### src/rtl/spp_pkg.sv
// Shared constants, field layout and decode helper for the pack/select unit.
// Assumes a 32-bit instruction word and 64-bit general registers.
package spp_pkg;

   // ------
   // Widths and instruction fields
   // ------
   localparam int unsigned INSTR_W = 32;
   localparam int unsigned DATA_W = 64;
   localparam int unsigned CTRL_W = 32;
   localparam int unsigned IDX_W = 5;
   localparam int unsigned OPC_LO = 26;
   localparam int unsigned SRCA_LO = 21;
   localparam int unsigned SRCB_LO = 16;
   localparam int unsigned DST_LO = 11;
   localparam int unsigned SUB_LO = 6;
   localparam int unsigned FN_LO = 0;

   // ------
   // Encodings
   // ------
   localparam logic [5:0] OPC_MAJOR_GROUP_THREE = 6'h1F;
   localparam logic [4:0] SUB_PACK_CROSS = 5'h0E;
   localparam logic [4:0] SUB_SELECT_BYTES = 5'h03;
   localparam logic [4:0] SUB_SELECT_HALVES = 5'h0B;
   localparam logic [4:0] SUB_SELECT_WORDS = 5'h13;
   localparam logic [5:0] FN_GROUP_QUAD_BYTE = 6'h11;
   localparam logic [5:0] FN_GROUP_OCTAL_BYTE = 6'h15;

   // Condition bits live in the control register from this bit upward.
   localparam int unsigned COND_LO = 24;
   localparam int unsigned COND_W = 8;
   localparam logic [DATA_W-1:0] RESULT_RST = 64'h0000_0000_0000_0000;
   localparam logic [IDX_W-1:0] IDX_RST = 5'h00;

   typedef enum logic [2:0] {
      SPP_OP_NONE,
      SPP_OP_PACK_CROSS_HALFWORDS,
      SPP_OP_PACK_CROSS_WORDS,
      SPP_OP_SELECT_EIGHT_BYTES,
      SPP_OP_SELECT_TWO_HALFWORDS,
      SPP_OP_SELECT_TWO_WORDS,
      SPP_OP_SELECT_FOUR_BYTES
   } spp_op_t;

   // Maps an instruction word to the operation it names.
   function automatic spp_op_t spp_decode_op(input logic [INSTR_W-1:0] instr);
      logic [5:0] opc;
      logic [4:0] sub;
      logic [5:0] fn;
      opc = instr[OPC_LO +: 6];
      sub = instr[SUB_LO +: 5];
      fn = instr[FN_LO +: 6];
      spp_decode_op = SPP_OP_NONE;
      if (opc == OPC_MAJOR_GROUP_THREE) begin
         case ({sub, fn})
            {SUB_PACK_CROSS, FN_GROUP_QUAD_BYTE}: spp_decode_op = SPP_OP_PACK_CROSS_HALFWORDS;
            {SUB_PACK_CROSS, FN_GROUP_OCTAL_BYTE}: spp_decode_op = SPP_OP_PACK_CROSS_WORDS;
            {SUB_SELECT_BYTES, FN_GROUP_OCTAL_BYTE}: spp_decode_op = SPP_OP_SELECT_EIGHT_BYTES;
            {SUB_SELECT_HALVES, FN_GROUP_QUAD_BYTE}: spp_decode_op = SPP_OP_SELECT_TWO_HALFWORDS;
            {SUB_SELECT_WORDS, FN_GROUP_OCTAL_BYTE}: spp_decode_op = SPP_OP_SELECT_TWO_WORDS;
            {SUB_SELECT_BYTES, FN_GROUP_QUAD_BYTE}: spp_decode_op = SPP_OP_SELECT_FOUR_BYTES;
            default: spp_decode_op = SPP_OP_NONE;
         endcase
      end
   endfunction : spp_decode_op

endpackage : spp_pkg

### src/rtl/spp_unit.sv
// Pack and condition-select execution unit for the signal extension.
// Assumes the pipeline presents one instruction with both sources and
// the control register in the issue cycle; the result follows one
// clock-enabled edge later.
`timescale 1ns/100ps
module spp_unit
   import spp_pkg::*;
(
   input wire logic core_clk_in,
   input wire logic rst_n_in,
   input wire logic ce_in,
   input wire logic issue_in,
   input wire logic [INSTR_W-1:0] instr_in,
   input wire logic [DATA_W-1:0] first_source_in,
   input wire logic [DATA_W-1:0] second_source_in,
   input wire logic [CTRL_W-1:0] signal_ext_control_reg_in,
   input wire logic ext_enable_in,
   output logic [IDX_W-1:0] first_source_idx_out,
   output logic [IDX_W-1:0] second_source_idx_out,
   output logic wr_en_out,
   output logic [IDX_W-1:0] dest_idx_out,
   output logic [DATA_W-1:0] dest_data_out,
   output spp_op_t op_out,
   output logic reserved_exc_out,
   output logic disabled_exc_out
);

   // ------
   // State
   // ------
   typedef struct packed {
      logic wr_en;
      logic [IDX_W-1:0] dest;
      logic [DATA_W-1:0] data;
      spp_op_t op;
      logic rsv_exc;
      logic dis_exc;
   } spp_state_t;

   spp_state_t st_r;
   spp_state_t st_nxt;

   spp_op_t dec_op;
   logic [IDX_W-1:0] dec_dest;
   logic [COND_W-1:0] compare_condition_bits;
   logic [COND_W-1:0] lane_sel;
   logic [DATA_W-1:0] picked;
   logic [DATA_W-1:0] result;

   // ------
   // Decode and lane selection
   // ------

   // Source register indices go to the register file straight from the decoder; the destination index is registered.
   spp_decode u_decode (
      .instr_in(instr_in),
      .op_out(dec_op),
      .first_source_idx_out(first_source_idx_out),
      .second_source_idx_out(second_source_idx_out),
      .dest_idx_out(dec_dest)
   );

   // The condition field is only read here; nothing drives it back.
   assign compare_condition_bits = signal_ext_control_reg_in[COND_LO +: COND_W];

   // One byte-lane selector serves every select width: wider lanes just
   // repeat their condition bit over the bytes they cover.
   always_comb begin
      case (dec_op)
         SPP_OP_SELECT_EIGHT_BYTES: begin
            lane_sel = compare_condition_bits;
         end
         SPP_OP_SELECT_FOUR_BYTES: begin
            lane_sel = {4'h0, compare_condition_bits[3:0]};
         end
         SPP_OP_SELECT_TWO_HALFWORDS: begin
            lane_sel = {4'h0, {2{compare_condition_bits[1]}},
                        {2{compare_condition_bits[0]}}};
         end
         SPP_OP_SELECT_TWO_WORDS: begin
            lane_sel = {{4{compare_condition_bits[1]}},
                        {4{compare_condition_bits[0]}}};
         end
         default: begin
            lane_sel = 8'h00;
         end
      endcase
   end

   spp_lane_pick #(
      .LANES(COND_W),
      .LANE_W(8)
   ) u_pick (
      .first_in(first_source_in),
      .second_in(second_source_in),
      .sel_in(lane_sel),
      .pick_out(picked)
   );

   // ------
   // Result formation
   // ------

   // No arithmetic is done, so no operand value can raise an exception.
   always_comb begin
      case (dec_op)
         SPP_OP_PACK_CROSS_HALFWORDS: begin
            result = {{32{first_source_in[15]}}, first_source_in[15:0],
                      second_source_in[31:16]};
         end
         SPP_OP_PACK_CROSS_WORDS: begin
            result = {first_source_in[31:0], second_source_in[63:32]};
         end
         SPP_OP_SELECT_EIGHT_BYTES, SPP_OP_SELECT_TWO_WORDS: begin
            result = picked;
         end
         SPP_OP_SELECT_TWO_HALFWORDS, SPP_OP_SELECT_FOUR_BYTES: begin
            result = {{32{picked[31]}}, picked[31:0]};
         end
         default: begin
            result = RESULT_RST;
         end
      endcase
   end

   // ------
   // Next state and register
   // ------

   // Exceptions depend only on the encoding and the enable, never on data.
   always_comb begin
      st_nxt = st_r;
      if (ce_in) begin
         st_nxt.wr_en = 1'b0;
         st_nxt.rsv_exc = 1'b0;
         st_nxt.dis_exc = 1'b0;
         if (issue_in) begin
            st_nxt.op = dec_op;
            st_nxt.dest = dec_dest;
            if (dec_op == SPP_OP_NONE) begin
               st_nxt.rsv_exc = 1'b1;
            end else if (!ext_enable_in) begin
               st_nxt.dis_exc = 1'b1;
            end else begin
               st_nxt.wr_en = 1'b1;
               st_nxt.data = result;
            end
         end
      end
   end

   // Low clock enable holds every bit, including the one-cycle pulses.
   always_ff @(posedge core_clk_in) begin
      if (!rst_n_in) begin
         st_r <= '{wr_en: 1'b0, dest: IDX_RST, data: RESULT_RST,
                   op: SPP_OP_NONE, rsv_exc: 1'b0, dis_exc: 1'b0};
      end else begin
         st_r <= st_nxt;
      end
   end

   assign wr_en_out = st_r.wr_en;
   assign dest_idx_out = st_r.dest;
   assign dest_data_out = st_r.data;
   assign op_out = st_r.op;
   assign reserved_exc_out = st_r.rsv_exc;
   assign disabled_exc_out = st_r.dis_exc;

   logic go;
   assign go = ce_in && issue_in && ext_enable_in;

   // Byte mask built from condition bits 27..24 alone, apart from the datapath.
   logic [31:0] sel4_mask;
   assign sel4_mask = {{8{signal_ext_control_reg_in[27]}}, {8{signal_ext_control_reg_in[26]}},
                       {8{signal_ext_control_reg_in[25]}}, {8{signal_ext_control_reg_in[24]}}};

   for (genvar i = 0; i < 8; i++) begin : g_chk

   end
endmodule : spp_unit

### src/rtl/spp_decode.sv
// Instruction field decoder for the pack/select unit.
// Assumes a whole instruction word is presented; purely combinational.
`timescale 1ns/100ps
module spp_decode
   import spp_pkg::*;
(
   input wire logic [INSTR_W-1:0] instr_in,
   output spp_op_t op_out,
   output logic [IDX_W-1:0] first_source_idx_out,
   output logic [IDX_W-1:0] second_source_idx_out,
   output logic [IDX_W-1:0] dest_idx_out
);

   // Operation and register index fields.
   assign op_out = spp_decode_op(instr_in);
   assign first_source_idx_out = instr_in[SRCA_LO +: IDX_W];
   assign second_source_idx_out = instr_in[SRCB_LO +: IDX_W];
   assign dest_idx_out = instr_in[DST_LO +: IDX_W];

endmodule : spp_decode

### src/rtl/spp_lane_pick.sv
// Per-lane two-way selector steered by one select bit per lane.
// Assumes both sources and the result share lane count and width.
`timescale 1ns/100ps
module spp_lane_pick #(
   parameter int unsigned LANES = 8,
   parameter int unsigned LANE_W = 8
) (
   input wire logic [LANES*LANE_W-1:0] first_in,
   input wire logic [LANES*LANE_W-1:0] second_in,
   input wire logic [LANES-1:0] sel_in,
   output logic [LANES*LANE_W-1:0] pick_out
);

   // A set select bit takes the lane from the first source.
   for (genvar i = 0; i < LANES; i++) begin : g_lane
      assign pick_out[i*LANE_W +: LANE_W] = sel_in[i] ?
         first_in[i*LANE_W +: LANE_W] : second_in[i*LANE_W +: LANE_W];
   end

endmodule : spp_lane_pick

### config.mk
export PLATFORM = sky130hd
export DESIGN_NAME = spp_unit
export DESIGN_NICKNAME = d
export VERILOG_FILES = /design/src/rtl/spp_pkg.sv /design/src/rtl/spp_unit.sv /design/src/rtl/spp_decode.sv /design/src/rtl/spp_lane_pick.sv
export SDC_FILE = /design/constraint.sdc
export NUM_CORES = 1
export LEC_CHECK = 0
export BUFFER_PORTS_ARGS = -buffer_cell sky130_fd_sc_hd__buf_4
export CORE_AREA = 2 2 108 110
export DETAILED_ROUTE_END_ITERATION = 6
export DIE_AREA = 0 0 110 112
export HOLD_SLACK_MARGIN = 0.05
export PLACE_DENSITY = 0.78
export SYNTH_ARGS = -nofsm -noshare
export SYNTH_HDL_FRONTEND = slang
export SYNTH_SLANG_ARGS = --single-unit
export TNS_END_PERCENT = 50
### constraint.sdc
create_clock -name core_clk_in -period 6.7 [get_ports core_clk_in]
set_clock_uncertainty 0.1 [all_clocks]
set_input_delay 0.335 -clock core_clk_in [delete_from_list [all_inputs] [get_ports core_clk_in]]
set_output_delay 0.335 -clock core_clk_in [all_outputs]
set_load 0.01 [all_outputs]
* Word-level counts from Yosys, hierarchy flattened
Cells that the tools add are included.
** Storage, ports and cells
- Register bits :: 75
- Input bits :: 197
- Output and inout port bits :: 85
- Logic and storage cells :: 45
** Cells by class
- Equality and inequality tests :: 13
- Mux-type cells :: 20
- Bitwise gates (word level) :: 1
- Reductions and logical operators :: 5
** Operator list (count)
- 64-bit case mux with 4 select lines :: 1
- 64-bit two-way mux :: 2
- 75-bit two-way mux :: 1
- 8-bit two-way mux :: 8
- 11-bit by 10-bit == test with 1-bit output, second input constant :: 3
- 8-bit case mux with 4 select lines :: 1
- 11-bit by 8-bit == test with 1-bit output, second input constant :: 2
- 3-bit case mux with 6 select lines :: 1
- 11-bit == test, second input constant :: 1
- 3-bit == test, second input constant :: 3
- 3-bit by 2-bit == test with 1-bit output, second input constant :: 2
- 6-bit by 5-bit == test with 1-bit output, second input constant :: 1
- 1-bit two-way mux :: 5
- 4-bit AND reduction :: 1
- 2-bit OR reduction :: 2
- 3-bit by 1-bit == test with 1-bit output, second input constant :: 1
- 3-bit logical NOT :: 1
- 3-bit two-way mux :: 1
- 2-bit AND reduction :: 1
- 1-bit NOT :: 1

* Depth between registers and ports, before layout
- Word-level depth :: 10
- Depth in mapped cells :: 9
- Depth with buffers taken out :: 6

* Hierarchy
A second synthesis with hierarchy kept.
** Second synthesis, totals
- Cells, all modules :: 566
- Area, all modules :: 5285.1 um2
** Modules (own cells, without submodules)
- spp_unit :: instances 1, cells each 463, area an instance 4001.3 um2, seq. area each 1501.4 um2
- spp_lane_pick :: instances 1, cells each 72, area an instance 1051.0 um2, seq. area each 0.0 um2
- spp_decode :: instances 1, cells each 31, area an instance 232.7 um2, seq. area each 0.0 um2

* Worst setup path before layout
Ideal clock, no wire load.
- Path kind :: in2reg
- Start point :: input instr_in[2]
- End point :: register st_r, in the netlist dest_data_out[33]
- Setup time :: 0.122 ns
- Arrival :: 2.349 ns
- Required time :: 6.478 ns
- Path slack :: 4.129 ns
- Cell stages on the path :: 9
- Buffers on the path :: 3
- Cell sequence :: buf_6 or2_2 buf_6 o22ai_4 a211oi_2 o311a_4 a2111oi_4 buf_6 a21oi_2
** On the way
- Word-level cells in the longest chain between the ends :: 7
- Elaborated cells on any way between the ends :: 23
- Those cells by class :: eq/ne: 12; mux: 6; bitwise: 1; reduce/logical: 4
** RTL lines
- start: declaration :: RTL line spp_unit.sv:13 : input wire logic [INSTR_W-1:0] instr_in,
- 11-bit by 8-bit == test with 1-bit output, or another cell as far along :: RTL line spp_pkg.sv:56 : case ({sub, fn})
- 3-bit case mux with 6 select lines * :: RTL line spp_pkg.sv:56
- 3-bit two-way mux * :: RTL line spp_pkg.sv:55 : if (opc == OPC_MAJOR_GROUP_THREE) begin
- 3-bit == test / 3-bit by 2-bit == test with 1-bit output (equally long branches) :: RTL line spp_unit.sv:69, spp_unit.sv:106
- 8-bit case mux with 4 select lines :: RTL line spp_unit.sv:69 : case (dec_op)
- 8-bit two-way mux :: RTL line spp_lane_pick.sv:16 : assign pick_out[i*LANE_W +: LANE_W] = sel_in[i] ?
- 64-bit case mux with 4 select lines :: RTL line spp_unit.sv:106 : case (dec_op)
- end signal: assignment :: RTL line spp_unit.sv:155 : st_r <= '{wr_en: 1'b0, dest: IDX_RST, data: RESULT_RST,
- end signal: assignment :: RTL line spp_unit.sv:158 : st_r <= st_nxt;
- end: declaration :: RTL line spp_unit.sv:40 : spp_state_t st_r;
Mark *: on every way between the ends. The rest lies on a longest branch, timed or not.
A chain may end at the register's enable or synchronous reset.

* Worst setup path after layout
- Start point :: input instr_in[9]
- End point :: register st_r, in the netlist dest_data_out[32]
Same word-level chain as after synthesis.

==> impl_metrics.env <==
export IMPL_clk_pin_slew_ps=60
export IMPL_fp_dieH_um=112
export IMPL_syn_nets=728
export IMPL_num_rows=39
export IMPL_async_reset_ff_frac=0
export IMPL_seqPwrFrac=0.406
export IMPL_first_pass_iters=5
export IMPL_p_per_area_nw_per_um2=165
export IMPL_p_leak_nw=2.72
export IMPL_die_w_um=110
export IMPL_wirelength_met1_mm=7.78
export IMPL_cts_resized=0
export IMPL_highest_layer="met4"
export IMPL_tns_ps=0
export IMPL_start_util=0.419
export IMPL_peakVddDrop_mv=0.126
export IMPL_worst_slew_pin_transition_ps=1230
export IMPL_ys_types=51
export IMPL_status="complete, no violations"
export IMPL_antenna_left=0
export IMPL_hpwl_mm=13.9
export IMPL_drt_wirelength_per_cell_um=21.7
export IMPL_ioPinCount=282
export IMPL_port_buffers=237
export IMPL_n_fill_cell=980
export IMPL_synth_warnings=0
export IMPL_hold_path_startpoint="instr_in[14]"
export IMPL_dp_slack_ps=2900
export IMPL_finalCriticalPeriod_ps=3450
export IMPL_clk_path_buf_depth=2
export IMPL_num_vias=5432
export IMPL_ff2ff_path_depth=2
export IMPL_slew_headroom=0.176
export IMPL_pwr_share_clk=0.464
export IMPL_synth_seq_area_share=0.321
export IMPL_grt_total_usage=0.303
export IMPL_worstPathRequired_ps=6810
export IMPL_antenna_found_initial=0
export IMPL_drt_wl_total_mm=18.9
export IMPL_switching_power_mw=0.252
export IMPL_rrSetupSlack_ps=5860
export IMPL_placedCellCount=858
export IMPL_regToRegStartpoint="dest_data_out[39]$_SDFFE_PN0P_"
export IMPL_finalHoldViolCount=0
export IMPL_drc=0
export IMPL_synth_area_um2=4680
export IMPL_critical_path_class="primary input to flip-flop"
export IMPL_diodes=0
export IMPL_synth_seq_cells=75
export IMPL_grt_first_pass_wirelength_mm=28.6
export IMPL_drive_gt1_frac=0.468
export IMPL_maxCapViolations=0
export IMPL_final_max_slew_viol_count=0
export IMPL_finalNetCount=923
export IMPL_gr_total_overflow=0
export IMPL_fp_dieArea_um2=12300
export IMPL_post_cts_buffers=0
export IMPL_hp_class="primary input to flip-flop"
export IMPL_final_cells=873
export IMPL_startpoint_type="primary input"
export IMPL_ys_flop_type="dfxtp_1"
export IMPL_setup_viol=0
export IMPL_multi_input_area_um2=2880
export IMPL_synth_edf_count=0
export IMPL_hold_buffers=0
export IMPL_utilization=0.600
export IMPL_worstSetupEndpointType="flip-flop"
export IMPL_grt_max_degree=76
export IMPL_cp_arrival_ps=3560
export IMPL_fmax_ghz=0.290
export IMPL_syn_area_per_cell_um2=8.82
export IMPL_hold_path_end="dest_idx_out[3]$_SDFFE_PN0P_"
export IMPL_setup_ws_ps=3250
export IMPL_htreeDepth=3
export IMPL_drt_iter0_drc=713
export IMPL_cp_max_fo=20
export IMPL_wl_met2_mm=8.61
export IMPL_place_congestion=0.947
export IMPL_via_per_inst=6.22
export IMPL_core_um2=11200
export IMPL_whs_ps=159
export IMPL_internal_power_mw=0.853
export IMPL_cts_tree="built"
export IMPL_cts_root_buf="clkbuf_16"
export IMPL_postSynthCellCount=531
export IMPL_cts_sinks=75
export IMPL_grt_pass1_vias=5241
export IMPL_power_mw=1.10
export IMPL_comb_power_share=0.129
export IMPL_clock_latency_ps=340
export IMPL_finalInstanceArea_um2=6710
export IMPL_regToRegEndpoint="dest_data_out[39]$_SDFFE_PN0P_"
export IMPL_regArea_um2=1500
export IMPL_syn_to_final_growth_pct=43.2
export IMPL_met3WireLength_mm=1.85
export IMPL_switching_share=0.228
export IMPL_holdPathStages=3
export IMPL_dpl_cell_area_um2=6400
export IMPL_min_period_over_period=0.514
export IMPL_rsz0062_at_grt="false"
export IMPL_numCtsBuffers=9
synth_stat cells, drive strengths merged, types with 3 or more instances:
library cell / instances / area share
dfxtp: 75 / 0.32
a222oi: 4 / 0.0086
nor2b: 5 / 0.0067
buf: 17 / 0.031
clkbuf: 42 / 0.034
o211ai: 8 / 0.013
and2: 7 / 0.0094
nor3: 3 / 0.0032
a21boi: 6 / 0.0096
a31oi: 24 / 0.032
a221oi: 24 / 0.045
a22oi: 35 / 0.056
o21ai: 71 / 0.076
o211a: 8 / 0.017
nor2: 3 / 0.0024
nand3b: 6 / 0.0096
nand2: 27 / 0.022
mux2: 40 / 0.096
nand4: 19 / 0.025
nand2b: 3 / 0.0040
a21o: 5 / 0.0080
nand3: 21 / 0.022
nor4: 4 / 0.012
a21oi: 43 / 0.072
a211oi: 4 / 0.0096
inv: 3 / 0.0024
and4: 4 / 0.0080
sequential cells by signal, indices dropped and copies added (netlist names):
name,count
disabled_exc_out,1
dest_data_out,64
wr_en_out,1
op_out,3
reserved_exc_out,1
dest_idx_out,5
worst max path at each step:
stage                                           endpoint         from  slack (ps)  depth (start not counted)
after detailed placement  dest_data_out[32]$_SDFFE_PN0P_  instr_in[3]        2900                          8
after CTS                 dest_data_out[32]$_SDFFE_PN0P_  instr_in[9]        3260                          8
after floorplan           dest_data_out[33]$_SDFFE_PN0P_  instr_in[2]        4130                          9
after global placement    dest_data_out[32]$_SDFFE_PN0P_  instr_in[9]        2940                          8
final                     dest_data_out[32]$_SDFFE_PN0P_  instr_in[9]        3250                          8
after global routing      dest_data_out[32]$_SDFFE_PN0P_  instr_in[3]        3090                          8
final cells by class:
cell class / count / share of cell area
Clock inverter: 5 / 0.0118
Timing Repair Buffer: 243 / 0.272
Multi-Input combinational cell: 394 / 0.430
Tap cell: 143 / 0.0267
Sequential cell: 75 / 0.224
Inverter: 3 / 0.00168
Clock buffer: 10 / 0.0341
per-layer routing:
metal | GRT usage | up-vias
li1 | - | 2474
met1 | 0.410 | 2580
met2 | 0.449 | 324
met3 | 0.0773 | 54
met4 | 0.138 | 0
met5 | 0 | -
worst max-delay path, cell delays in order:
cell and delay (ps):
buf_4 130, or3b_1 570, a21o_1 370, and4_4 260
o311a_4 320, a2111oi_4 970, buf_4 480, a21oi_1 100
power groups by stage:
stage	Combinational [mW]	Clock [mW]	Sequential, mW
floorplan	0.0479	0	0.459
global placement	0.138	0	0.458
detailed placement	0.140	0	0.458
CTS	0.141	0.519	0.449
global route	0.151	0.542	0.448
finish	0.143	0.513	0.449
cell families (layout without fill, tap and decap cells):
logic type | after synthesis | after routing | share of synthesized area
DFF | 75 | 75 | 0.321
buffers and inverters | 62 | 261 | 0.0676
AOI/OAI and AO/OA | 244 | 244 | 0.377
and+or+nand+nor | 110 | 110 | 0.138
muxes | 40 | 40 | 0.0962
placed cells by master, fill, tap and decap left out, types with 3 or more instances in the layout:
cell type  count
buf_4        243
dfxtp_1       75
o21ai_0       66
mux2_2        40
a22oi_1       35
a21oi_2       33
nand2_1       27
a221oi_1      24
a31oi_1       24
nand3_1       21
nand4_1       19
a21oi_1       10
clkbuf_16      9
o211ai_1       8
o211a_1        8
and2_1         7
nand3b_1       6
a21boi_0       6
nor2b_1        5
a21o_1         5
o21ai_1        5
a222oi_1       4
and4_1         3
inv_1          3
nand2b_1       3
nor3_1         3
Power figures use the tool's default switching activity.
